--- config.mk ---
export PLATFORM = sky130hd
export DESIGN_NAME = srg_sequencer
export DESIGN_NICKNAME = d
export VERILOG_FILES = /design/src/shared/srg_pkg.sv /design/src/rtl/srg_sequencer.sv /design/src/rtl/srg_deglitch.sv /design/src/rtl/srg_bias_cot.sv
export VERILOG_INCLUDE_DIRS = /design/src /design/src/shared
export SDC_FILE = /design/constraint.sdc
export NUM_CORES = 1
export LEC_CHECK = 0
export BUFFER_PORTS_ARGS = -buffer_cell sky130_fd_sc_hd__buf_2
export CAP_MARGIN = 20
export CORE_ASPECT_RATIO = 1.25
export CORE_UTILIZATION = 50
export DETAILED_ROUTE_END_ITERATION = 10
export PLACE_DENSITY = 0.76
export SYNTH_ARGS = -nofsm -noshare
export SYNTH_HDL_FRONTEND = slang
export SYNTH_SLANG_ARGS = --single-unit
--- constraint.sdc ---
create_clock -name clk -period 2.4 [get_ports clk]
set_clock_uncertainty 0.05 [all_clocks]
set_input_delay 0.12 -clock clk [delete_from_list [all_inputs] [get_ports clk]]
set_output_delay 0.12 -clock clk [all_outputs]
set_load 0.03 [all_outputs]
--- src/shared/srg_defines.svh ---
// Offsets, field positions, reset values and timing counts of the startup sequencer
`ifndef SRG_DEFINES_SVH
`define SRG_DEFINES_SVH

`define SRG_CLK_MHZ         200
`define SRG_INIT_TIME_US    800
`define SRG_OFF_TIME_US     200
`define SRG_DEGLITCH_NS     200
`define SRG_INIT_CYC        (`SRG_INIT_TIME_US * `SRG_CLK_MHZ)
`define SRG_OFF_CYC         (`SRG_OFF_TIME_US * `SRG_CLK_MHZ)
`define SRG_DEGLITCH_CYC    (`SRG_DEGLITCH_NS * `SRG_CLK_MHZ / 1000)

`define SRG_ONTIME0_NS      575
`define SRG_ONTIME1_NS      1150
`define SRG_ONTIME2_NS      1725
`define SRG_ONTIME3_NS      2300

`define SRG_ADDR_DCM_OFFSET 8'hB3
`define SRG_ADDR_IN_SENSE   8'hD4
`define SRG_ADDR_BIAS_ONT   8'hD6
`define SRG_ADDR_IN_FS      8'hDE
`define SRG_ADDR_STATUS     8'hF9
`define SRG_ADDR_VIN        8'h88
`define SRG_ADDR_IIN        8'h89
`define SRG_ADDR_PIN        8'h97

`define SRG_DCM_OFFSET_BIT  6
`define SRG_SENSE_SEL_HI    15
`define SRG_SENSE_SEL_LO    13
`define SRG_ONT_HI          7
`define SRG_ONT_LO          6
`define SRG_FS_HI           6
`define SRG_FS_LO           0

`define SRG_ST_CFG_BIT      0
`define SRG_ST_OPEN_BIT     1
`define SRG_ST_STAGE_BIT    2

`define SRG_RST_DCM_OFFSET  8'h00
`define SRG_RST_IN_SENSE    16'h0000
`define SRG_RST_BIAS_ONT    8'h00
`define SRG_RST_IN_FS       8'h00

`endif

--- src/shared/srg_pkg.sv ---
// Types shared by the startup sequencer modules
package srg_pkg;

  typedef enum logic [2:0] {
    SRG_BIAS_WAIT,
    SRG_INIT,
    SRG_FAULT,
    SRG_READY,
    SRG_DETECT,
    SRG_RUN,
    SRG_OFF_WAIT
  } srg_state_t;

  typedef struct packed {
    logic avdd_ok;
    logic dvdd_ok;
    logic vdd3p3_ok;
    logic vin_ok;
    logic stage_bias_ok;
    logic cfg_valid;
    logic sense_open;
    logic core_sense_low;
    logic aux_sense_low;
    logic detect_done;
    logic stage_fault;
    logic core_at_target;
    logic aux_at_target;
    logic bias_below_ref;
    logic ind_zero;
  } srg_pins_t;

  typedef struct packed {
    logic [15:0] iin;
    logic [15:0] vin;
    logic [15:0] pin;
  } srg_telem_t;

endpackage

--- src/rtl/srg_sequencer.sv ---
// Regulator startup, shutdown, power-good and mode control
`timescale 1ns/10ps
`include "srg_defines.svh"
module srg_sequencer #(
  parameter int INIT_CYC = `SRG_INIT_CYC,
  parameter int OFF_CYC  = `SRG_OFF_CYC
) (
  input  wire logic               clk,
  input  wire logic               resetn,
  input  wire logic               output_enable_pin,
  input  wire srg_pkg::srg_pins_t pins_async,
  input  wire logic               set_voltage_core,
  input  wire logic               set_voltage_aux,
  input  wire logic               boot_zero_core,
  input  wire logic               boot_zero_aux,
  input  wire logic [1:0]         scenario_ontime_sel,
  input  wire logic [3:0]         aps_phase_count,
  input  wire logic               ps_single_phase,
  input  wire logic               auto_dcm,
  input  wire srg_pkg::srg_telem_t telem,
  input  wire logic               reg_wr_en,
  input  wire logic               reg_rd_en,
  input  wire logic [7:0]         reg_addr,
  input  wire logic [15:0]        reg_wdata,
  output logic [15:0]             reg_rdata,
  output logic                    core_power_good,
  output logic                    aux_power_good,
  output logic                    vid_bus_active,
  output logic                    stage_detect_start,
  output logic                    core_regulate,
  output logic                    aux_regulate,
  output logic                    ramp_slow,
  output logic                    fault_flag,
  output logic                    bias_hs_on,
  output logic                    bias_ls_on,
  output logic                    dcm_mode,
  output logic [3:0]              active_phases,
  output logic                    dcm_offset_low,
  output logic [2:0]              input_sense_range_select,
  output logic [6:0]              input_current_full_scale,
  output logic [15:0]             vid_input_power
);
  localparam int NP = $bits(srg_pkg::srg_pins_t);

  // ---------------------------------------------------------------
  // Pin synchronisers
  // ---------------------------------------------------------------
  logic [NP-1:0]      sync1;
  logic [NP-1:0]      sync2;
  srg_pkg::srg_pins_t syn;
  logic               enable_f;

  genvar gi;
  generate
    for (gi = 0; gi < NP; gi++) begin : g_sync
      always_ff @(posedge clk or negedge resetn) begin
        if (!resetn) begin
          sync1[gi] <= 1'b0;
          sync2[gi] <= 1'b0;
        end else begin
          sync1[gi] <= pins_async[gi];
          sync2[gi] <= sync1[gi];
        end
      end
    end
  endgenerate
  assign syn = srg_pkg::srg_pins_t'(sync2);

  srg_deglitch #(
    .CNT (`SRG_DEGLITCH_CYC)
  ) u_enable_filter (
    .clk    (clk),
    .resetn (resetn),
    .raw    (output_enable_pin),
    .filt   (enable_f)
  );

  // ---------------------------------------------------------------
  // Configuration registers
  // ---------------------------------------------------------------
  logic [7:0]  dcm_offset_config;
  logic [15:0] input_sense_config;
  logic [7:0]  bias_reg_ontime_config;
  logic [7:0]  input_full_scale_config;
  logic        ontime_override;
  logic [7:0]  status_monitor;

  wire hit_dcm  = reg_addr == `SRG_ADDR_DCM_OFFSET;
  wire hit_sns  = reg_addr == `SRG_ADDR_IN_SENSE;
  wire hit_ont  = reg_addr == `SRG_ADDR_BIAS_ONT;
  wire hit_fs   = reg_addr == `SRG_ADDR_IN_FS;
  wire hit_st   = reg_addr == `SRG_ADDR_STATUS;
  wire hit_vin  = reg_addr == `SRG_ADDR_VIN;
  wire hit_iin  = reg_addr == `SRG_ADDR_IIN;
  wire hit_pin  = reg_addr == `SRG_ADDR_PIN;

  always_ff @(posedge clk or negedge resetn) begin
    if (!resetn) begin
      dcm_offset_config       <= `SRG_RST_DCM_OFFSET;
      input_sense_config      <= `SRG_RST_IN_SENSE;
      bias_reg_ontime_config  <= `SRG_RST_BIAS_ONT;
      input_full_scale_config <= `SRG_RST_IN_FS;
      ontime_override         <= 1'b0;
    end else if (reg_wr_en) begin
      if (hit_dcm) dcm_offset_config <= reg_wdata[7:0];
      if (hit_sns) input_sense_config <= reg_wdata;
      if (hit_fs) input_full_scale_config <= reg_wdata[7:0];
      if (hit_ont) begin
        bias_reg_ontime_config <= reg_wdata[7:0];
        ontime_override        <= 1'b1;
      end
    end
  end

  logic [15:0] next_rdata;
  always_comb begin
    next_rdata = 16'h0000;
    unique case (1'b1)
      hit_dcm: next_rdata = {8'h00, dcm_offset_config};
      hit_sns: next_rdata = input_sense_config;
      hit_ont: next_rdata = {8'h00, bias_reg_ontime_config};
      hit_fs:  next_rdata = {8'h00, input_full_scale_config};
      hit_st:  next_rdata = {8'h00, status_monitor};
      hit_vin: next_rdata = telem.vin;
      hit_iin: next_rdata = telem.iin;
      hit_pin: next_rdata = telem.pin;
      default: next_rdata = 16'h0000;
    endcase
  end

  always_ff @(posedge clk or negedge resetn) begin
    if (!resetn) begin
      reg_rdata <= 16'h0000;
    end else if (reg_rd_en) begin
      reg_rdata <= next_rdata;
    end
  end

  // ---------------------------------------------------------------
  // Startup state machine
  // ---------------------------------------------------------------
  srg_pkg::srg_state_t state;
  logic [31:0]         tmr;
  logic                core_vid_seen;
  logic                aux_vid_seen;

  wire bias_good  = syn.avdd_ok && syn.dvdd_ok && syn.vdd3p3_ok;
  wire start_ok   = syn.vin_ok && syn.stage_bias_ok;
  wire tmr_done   = tmr == 32'h0000_0000;
  wire init_bad   = !syn.cfg_valid || syn.sense_open;
  wire stop_req   = !enable_f || !start_ok;

  always_ff @(posedge clk or negedge resetn) begin
    if (!resetn) begin
      state <= srg_pkg::SRG_BIAS_WAIT;
      tmr   <= 32'h0000_0000;
    end else if (!bias_good) begin
      state <= srg_pkg::SRG_BIAS_WAIT;
      tmr   <= 32'h0000_0000;
    end else begin
      if (!tmr_done) tmr <= tmr - 32'h0000_0001;
      unique case (state)
        srg_pkg::SRG_BIAS_WAIT: begin
          state <= srg_pkg::SRG_INIT;
          tmr   <= 32'(INIT_CYC - 1);
        end
        srg_pkg::SRG_INIT: begin
          if (tmr_done) begin
            state <= init_bad ? srg_pkg::SRG_FAULT : srg_pkg::SRG_READY;
          end
        end
        srg_pkg::SRG_FAULT: begin
          state <= srg_pkg::SRG_FAULT;
        end
        srg_pkg::SRG_READY: begin
          // Enable may already be high; no ordering is demanded
          if (enable_f && start_ok) begin
            state <= srg_pkg::SRG_DETECT;
          end
        end
        srg_pkg::SRG_DETECT: begin
          if (syn.stage_fault) begin
            state <= srg_pkg::SRG_FAULT;
          end else if (stop_req) begin
            state <= srg_pkg::SRG_OFF_WAIT;
            tmr   <= 32'(OFF_CYC - 1);
          end else if (syn.detect_done) begin
            state <= srg_pkg::SRG_RUN;
          end
        end
        srg_pkg::SRG_RUN: begin
          if (stop_req) begin
            state <= srg_pkg::SRG_OFF_WAIT;
            tmr   <= 32'(OFF_CYC - 1);
          end
        end
        srg_pkg::SRG_OFF_WAIT: begin
          if (tmr_done) begin
            state <= srg_pkg::SRG_READY;
          end
        end
      endcase
    end
  end

  // Fault log survives until the bias supplies collapse and init reruns
  always_ff @(posedge clk or negedge resetn) begin
    if (!resetn) begin
      status_monitor <= 8'h00;
    end else if (state == srg_pkg::SRG_BIAS_WAIT) begin
      status_monitor <= 8'h00;
    end else begin
      if (state == srg_pkg::SRG_INIT && tmr_done) begin
        status_monitor[`SRG_ST_CFG_BIT]  <= !syn.cfg_valid;
        status_monitor[`SRG_ST_OPEN_BIT] <= syn.sense_open;
      end
      if (state == srg_pkg::SRG_DETECT && syn.stage_fault) begin
        status_monitor[`SRG_ST_STAGE_BIT] <= 1'b1;
      end
    end
  end

  // ---------------------------------------------------------------
  // Rail start and power good
  // ---------------------------------------------------------------
  wire in_run    = state == srg_pkg::SRG_RUN;
  wire core_go   = syn.core_sense_low && (!boot_zero_core || core_vid_seen);
  wire aux_go    = syn.aux_sense_low && (!boot_zero_aux || aux_vid_seen);

  always_ff @(posedge clk or negedge resetn) begin
    if (!resetn) begin
      core_vid_seen <= 1'b0;
      aux_vid_seen  <= 1'b0;
    end else if (!in_run) begin
      core_vid_seen <= 1'b0;
      aux_vid_seen  <= 1'b0;
    end else begin
      if (set_voltage_core) core_vid_seen <= 1'b1;
      if (set_voltage_aux) aux_vid_seen <= 1'b1;
    end
  end

  // Rails latch on independently; a rail already up ignores its sense
  always_ff @(posedge clk or negedge resetn) begin
    if (!resetn) begin
      core_regulate <= 1'b0;
      aux_regulate  <= 1'b0;
    end else if (!in_run) begin
      core_regulate <= 1'b0;
      aux_regulate  <= 1'b0;
    end else begin
      if (core_go) core_regulate <= 1'b1;
      if (aux_go) aux_regulate <= 1'b1;
    end
  end

  always_ff @(posedge clk or negedge resetn) begin
    if (!resetn) begin
      core_power_good    <= 1'b0;
      aux_power_good     <= 1'b0;
      vid_bus_active     <= 1'b0;
      stage_detect_start <= 1'b0;
      ramp_slow          <= 1'b0;
      fault_flag         <= 1'b0;
    end else begin
      core_power_good    <= in_run && core_regulate && syn.core_at_target;
      aux_power_good     <= in_run && aux_regulate && syn.aux_at_target;
      vid_bus_active     <= in_run || state == srg_pkg::SRG_DETECT;
      stage_detect_start <= state == srg_pkg::SRG_DETECT;
      ramp_slow          <= in_run && !(core_power_good && aux_power_good);
      fault_flag         <= state == srg_pkg::SRG_FAULT;
    end
  end

  // ---------------------------------------------------------------
  // Conduction mode and input sensing
  // ---------------------------------------------------------------
  always_ff @(posedge clk or negedge resetn) begin
    if (!resetn) begin
      dcm_mode                 <= 1'b0;
      active_phases            <= 4'h0;
      dcm_offset_low           <= 1'b0;
      input_sense_range_select <= 3'h0;
      input_current_full_scale <= 7'h00;
      vid_input_power          <= 16'h0000;
    end else begin
      dcm_mode       <= auto_dcm && ps_single_phase;
      active_phases  <= (auto_dcm && ps_single_phase) ? 4'h1 : aps_phase_count;
      dcm_offset_low <= dcm_offset_config[`SRG_DCM_OFFSET_BIT];
      input_sense_range_select <=
        input_sense_config[`SRG_SENSE_SEL_HI:`SRG_SENSE_SEL_LO];
      input_current_full_scale <=
        input_full_scale_config[`SRG_FS_HI:`SRG_FS_LO];
      vid_input_power <= telem.pin;
    end
  end

  // ---------------------------------------------------------------
  // Bias regulator
  // ---------------------------------------------------------------
  logic [1:0]  ont_sel;
  logic [11:0] ontime_cyc;
  assign ont_sel = ontime_override ?
                   bias_reg_ontime_config[`SRG_ONT_HI:`SRG_ONT_LO] : scenario_ontime_sel;

  always_comb begin
    ontime_cyc = 12'h000;
    unique case (ont_sel)
      2'h0: ontime_cyc = 12'(`SRG_ONTIME0_NS * `SRG_CLK_MHZ / 1000);
      2'h1: ontime_cyc = 12'(`SRG_ONTIME1_NS * `SRG_CLK_MHZ / 1000);
      2'h2: ontime_cyc = 12'(`SRG_ONTIME2_NS * `SRG_CLK_MHZ / 1000);
      2'h3: ontime_cyc = 12'(`SRG_ONTIME3_NS * `SRG_CLK_MHZ / 1000);
    endcase
  end

  srg_bias_cot u_bias_cot (
    .clk        (clk),
    .resetn     (resetn),
    .below_ref  (syn.bias_below_ref),
    .ind_zero   (syn.ind_zero),
    .ontime_cyc (ontime_cyc),
    .hs_on      (bias_hs_on),
    .ls_on      (bias_ls_on)
  );

  // ---------------------------------------------------------------
  // Checks
  // ---------------------------------------------------------------
  a_init_runs_full: assert property (@(posedge clk) disable iff (!resetn)
    (state == srg_pkg::SRG_INIT && !tmr_done && bias_good) |=> state == srg_pkg::SRG_INIT)
    else $error("initialization left early");
  a_enable_gated: assert property (@(posedge clk) disable iff (!resetn)
    (state == srg_pkg::SRG_READY && !start_ok) |=> state != srg_pkg::SRG_DETECT)
    else $error("enable taken without input and bias good");
  a_run_after_detect: assert property (@(posedge clk) disable iff (!resetn)
    $rose(in_run) |-> $past(state == srg_pkg::SRG_DETECT && syn.detect_done))
    else $error("ramp began without completed detection");
  a_pg_own_rail: assert property (@(posedge clk) disable iff (!resetn)
    core_power_good |-> $past(core_regulate && syn.core_at_target))
    else $error("core power good without its rail at target");
  a_boot_zero_wait: assert property (@(posedge clk) disable iff (!resetn)
    ($rose(aux_regulate) && $past(boot_zero_aux)) |-> $past(aux_vid_seen))
    else $error("rail without boot voltage started unprompted");
  a_restart_blocked: assert property (@(posedge clk) disable iff (!resetn)
    (state == srg_pkg::SRG_OFF_WAIT && !tmr_done && bias_good)
      |=> state == srg_pkg::SRG_OFF_WAIT)
    else $error("restart before minimum off time");
  a_sense_low_start: assert property (@(posedge clk) disable iff (!resetn)
    $rose(core_regulate) |-> $past(syn.core_sense_low))
    else $error("core started with high remote sense");
  a_dcm_single: assert property (@(posedge clk) disable iff (!resetn)
    dcm_mode |-> active_phases == 4'h1)
    else $error("discontinuous mode with several phases");
  a_fault_blocks: assert property (@(posedge clk) disable iff (!resetn)
    fault_flag |-> !core_regulate && !aux_regulate)
    else $error("regulation while fault flagged");
  a_pg_low_idle: assert property (@(posedge clk) disable iff (!resetn)
    (state != srg_pkg::SRG_RUN) |=> !core_power_good && !aux_power_good)
    else $error("power good outside regulation");

  c_startup: cover property (@(posedge clk) disable iff (!resetn)
    $rose(core_power_good));
  c_restart: cover property (@(posedge clk) disable iff (!resetn)
    state == srg_pkg::SRG_OFF_WAIT ##1 state == srg_pkg::SRG_READY);
  c_fault: cover property (@(posedge clk) disable iff (!resetn)
    $rose(fault_flag));
  c_bias_pulse: cover property (@(posedge clk) disable iff (!resetn)
    $rose(bias_hs_on));
endmodule

--- src/rtl/srg_deglitch.sv ---
// Enable pin synchroniser with low-pulse deglitch filter
`timescale 1ns/10ps
`include "srg_defines.svh"
module srg_deglitch #(
  parameter int CNT = `SRG_DEGLITCH_CYC
) (
  input  wire logic clk,
  input  wire logic resetn,
  input  wire logic raw,
  output logic      filt
);
  logic        s1;
  logic        s2;
  logic [15:0] low_cnt;
  wire         low_done = (low_cnt == 16'(CNT - 1));

  always_ff @(posedge clk or negedge resetn) begin
    if (!resetn) begin
      s1 <= 1'b0;
      s2 <= 1'b0;
    end else begin
      s1 <= raw;
      s2 <= s1;
    end
  end

  // Rising edge passes at once; a fall must persist to count as disable
  always_ff @(posedge clk or negedge resetn) begin
    if (!resetn) begin
      low_cnt <= 16'h0000;
      filt    <= 1'b0;
    end else if (s2) begin
      low_cnt <= 16'h0000;
      filt    <= 1'b1;
    end else if (filt) begin
      low_cnt <= low_done ? 16'h0000 : low_cnt + 16'h0001;
      if (low_done) begin
        filt <= 1'b0;
      end
    end
  end

  a_short_low_ignored: assert property (@(posedge clk) disable iff (!resetn)
    $fell(filt) |-> $past(!s2, CNT))
    else $error("enable dropped before deglitch time");
endmodule

--- src/rtl/srg_bias_cot.sv ---
// Constant on-time controller for the integrated bias regulator
`timescale 1ns/10ps
module srg_bias_cot (
  input  wire logic        clk,
  input  wire logic        resetn,
  input  wire logic        below_ref,
  input  wire logic        ind_zero,
  input  wire logic [11:0] ontime_cyc,
  output logic             hs_on,
  output logic             ls_on
);
  typedef enum logic [1:0] {SRG_COT_IDLE, SRG_COT_HS, SRG_COT_LS} srg_cot_t;
  srg_cot_t    state;
  logic [11:0] cnt;

  always_ff @(posedge clk or negedge resetn) begin
    if (!resetn) begin
      state <= SRG_COT_IDLE;
      cnt   <= 12'h000;
    end else begin
      unique case (state)
        SRG_COT_IDLE: begin
          // New pulse only from zero inductor current limits average current
          if (below_ref && ind_zero) begin
            state <= SRG_COT_HS;
            cnt   <= ontime_cyc;
          end
        end
        SRG_COT_HS: begin
          cnt <= cnt - 12'h001;
          if (cnt <= 12'h001) begin
            state <= SRG_COT_LS;
          end
        end
        SRG_COT_LS: begin
          if (ind_zero) begin
            state <= SRG_COT_IDLE;
          end
        end
      endcase
    end
  end

  always_ff @(posedge clk or negedge resetn) begin
    if (!resetn) begin
      hs_on <= 1'b0;
      ls_on <= 1'b0;
    end else begin
      hs_on <= (state == SRG_COT_IDLE) ? (below_ref && ind_zero) : (state == SRG_COT_HS
               && cnt > 12'h001);
      ls_on <= (state == SRG_COT_HS && cnt <= 12'h001) || (state == SRG_COT_LS && !ind_zero);
    end
  end

  a_hs_from_zero: assert property (@(posedge clk) disable iff (!resetn)
    $rose(hs_on) |-> $past(ind_zero))
    else $error("bias high side started with inductor current");
  a_ls_follows_hs: assert property (@(posedge clk) disable iff (!resetn)
    $fell(hs_on) |-> ls_on)
    else $error("low side did not follow high side pulse");
endmodule

==> results_dict.tcl <==
set metrics [dict create \
    status "finished, final reports clean" \
    numPortBuffers 161 \
    die_area_sq_um 18400 \
    grt_max_degree 76 \
    drcViolationCount 0 \
    fin_nets 1186 \
    post_cts_buffers 0 \
    die_h_um 151 \
    crit_path_end_kind "flip-flop" \
    maxCapViolations 0 \
    coreArea_sq_um 17400 \
    worstSetupPathType "reg2reg" \
    cp_num_buf_inv 2 \
    drt-wirelength-per-cell_um 18.7 \
    worstSkewPairLatency_ns 0.51 \
    grt_util_all_layers_pct 26.8 \
    fin_area_sq_um 11900 \
    whs_path_depth 2 \
    hold_violations 0 \
    startpoint_type "flip-flop" \
    first_iter_violations 657 \
    cts.htree.levels 1 \
    critPathSlowestCell "or4_4" \
    crit_cells 8 \
    use_met1_pct 33.7 \
    rsz0062_at_grt "yes" \
    grt_pass1_wl_um 38900 \
    r2r_start "tmr[1]" \
    slew_viol_final 0 \
    io_pins 162 \
    slew_headroom_pct 57.1 \
    dp_slack_ns 0.0568 \
    powerDensity_nw_per_um2 721 \
    fmax_mhz 428 \
    clk_pin_slew_ns 0.06 \
    min-delay-path-class "in2reg" \
    path_max_fanout 7 \
    worstHoldEndpoint "reg_rdata[15]" \
    fin_ws_ns 0.0609 \
    synth_area_sq_um 8920 \
    drive_above_1_share_pct 28.4 \
    syn_avg_cell_area_sq_um 11.2 \
    clockBufferDepth 3 \
    r2r_end "tmr[16]" \
    use_met2_pct 46.0 \
    worstMarginPinSlew_ns 0.643 \
    grt-busiest-layer "met2" \
    finalCriticalPeriod_ns 2.34 \
    synthArstFlopShare_pct 100 \
    utilization_pct 68.3 \
    ff2ff_path_depth 8 \
    use_met3_pct 4.93 \
    viasPerCell 5.79 \
    crit_chain "inv_2 > ha_2 > or3b_4 > nor4_4 > o211ai_1 > buf_4 > or4_4 > a21oi_2" \
    cts_sinks 202 \
    fp.dieW_um 121 \
    p_leak_nw 5.53 \
    place.gp.congestion 0.870 \
    start_util_pct 51.2 \
    holdWs_ns 0.0244 \
    grt_pass1_vias 7671 \
    antenna_found_initial 0 \
    placed_cell_area_sq_um 10200 \
    synth_area_leaders "dfrtp_1, mux2_2, a21oi_1, o21ai_0, nor2_1" \
    multi_input_area_sq_um 3650 \
    yosysWarnings 0 \
    finalCritPeriodShare_pct 97.5 \
    fin_tns_setup_ns 0 \
    cpPeakStageDelay_ns 0.42 \
    vias 7616 \
    wl_um 24600 \
    yosys-top-cells-count "dfrtp_1, a21oi_1, nor2_1, mux2_2, nand2_1" \
    ys_seq_area_share_pct 56.7 \
    hp-start "reg_rd_en" \
    synth_most_common_cell "dfrtp_1" \
    cp.required_ns 2.79 \
    syn_inst 796 \
    seqCellArea_sq_um 5050 \
    cts_made_buffers 22 \
    vdd_drop_max_uv 708 \
    critical-path-top-delay-family "simple AND/OR/NAND/NOR gates" \
    num_rows 54 \
    ys_seq_elements 202 \
    cts_tree "yes" \
    overflow 0 \
    synth_nets 908 \
    setup_viol 0 \
    ys_types 67 \
    synth_ff_type "dfrtp_1" \
    synth_edf_count 0 \
    drtAntennaViolNets 0 \
    reg2reg_slack_ns 0.06 \
    nFillCells 1271 \
    syn_to_final_growth_pct 33.4 \
    crit_arrival_ns 2.73 \
    synth.top_cell.area_share_pct 56.7 \
    dp_hpwl_um 15400 \
    drt_pass1_iterations 5 \
    cts-root-buf "clkbuf_16" \
    synth_top_area_cell "dfrtp_1" \
]
## per-stage QoR
step	total power, mW	cells
final	8.58	1315
after global routing	8.92	1313
after CTS	8.57	1313
after detailed placement	4.98	1189
after global placement	4.95	1189
after floorplan	4.53	796
## sequential cells by signal, summed over array words and instances, names as in the netlist, 7 cells and up
signal and flops:
vid_input_power 16, bias_reg_ontime_config 8, input_current_full_scale 7, u_enable_filter.low_cnt 16, tmr 32, sync1 15
dcm_offset_config 8, syn 15, input_full_scale_config 8, reg_rdata 16, input_sense_config 16, u_bias_cot.cnt 12
## repair_timing
action | CTS | global route
endpoints found under the setup margin | 0 | 9
hold buffers | 85 | 0
gates resized for setup | 0 | 13
hold endpoints to repair | 165 | 0
## worst max path at each step
| stage | endpoint | slack, ns | startpoint |
|---|---|---|---|
| final | tmr[16] | 0.06 | tmr[1] |
| after global routing | tmr[21] | -0.03 | tmr[16] |
| after CTS | tmr[16] | 0.03 | tmr[1] |
| after detailed placement | tmr[20] | 0.06 | tmr[1] |
| after global placement | tmr[20] | 0.13 | tmr[1] |
| after floorplan | tmr[27] | 0.1 | tmr[6] |
## where the power goes
part           total (mW)  internal, mW  switching, mW
Clock                3.52          2.14           1.38
Combinational        1.32         0.565          0.750
Sequential           3.75          3.60          0.147
Total                8.58          6.30           2.27
## placed cells by master (no fill, tap or decap), types with 8 or more instances in the layout
cell and count:
inv_1 31, o21ai_0 33, or3_1 12, nand2b_1 17, o31ai_1 12, clkbuf_16 22, nor2_1 43, o22ai_1 24
nor4_1 10, dfrtp_1 202, buf_4 40, xor2_1 14, nand2_1 36, a22o_1 11, or4_1 9, dlygate4sd3_1 85
nand4_1 9, nor3_1 22, and3_1 11, a221oi_1 9, buf_2 160, and2_1 8, mux2_2 41, a21oi_1 44
o211ai_1 8, nand3_1 21, mux2i_1 8
## cells by family after synthesis
kind of cell    Yosys count  share of synthesized area (%)
compound gates          201                           15.0
xor+xnor                 20                           1.96
fa+ha+maj                 8                           1.12
buf+inv                  68                           2.99
flops                   202                           56.7
mux                      49                           6.07
simple gates            248                           16.2
## per-layer routing
metal	part of all wire (%)	wire length, um	vias up
met3	5.3	1310	73
met1	40	9890	3749
met4	3.5	856	0
met5	0	0	-
met2	51	12600	275
li1	-	-	3519
## worst register-to-register path: stages (launching register included)
cell	delay, ns
dfrtp_1	0.40
inv_2	0.08
ha_2	0.17
or3b_4	0.40
nor4_4	0.29
o211ai_1	0.14
buf_4	0.18
or4_4	0.42
a21oi_2	0.13
## area by class of cell
| type | count | area share, % |
|---|---|---|
| clock buffers | 29 | 5.18 |
| well taps | 224 | 2.36 |
| clock inverters | 10 | 1.18 |
| diodes | 2 | 0.0421 |
| multi-input cells | 526 | 30.7 |
| repair buffers | 289 | 17.0 |
| flip-flops and latches | 202 | 42.5 |
| inverters | 33 | 1.04 |
No activity file was read; power rests on OpenSTA's default activity.
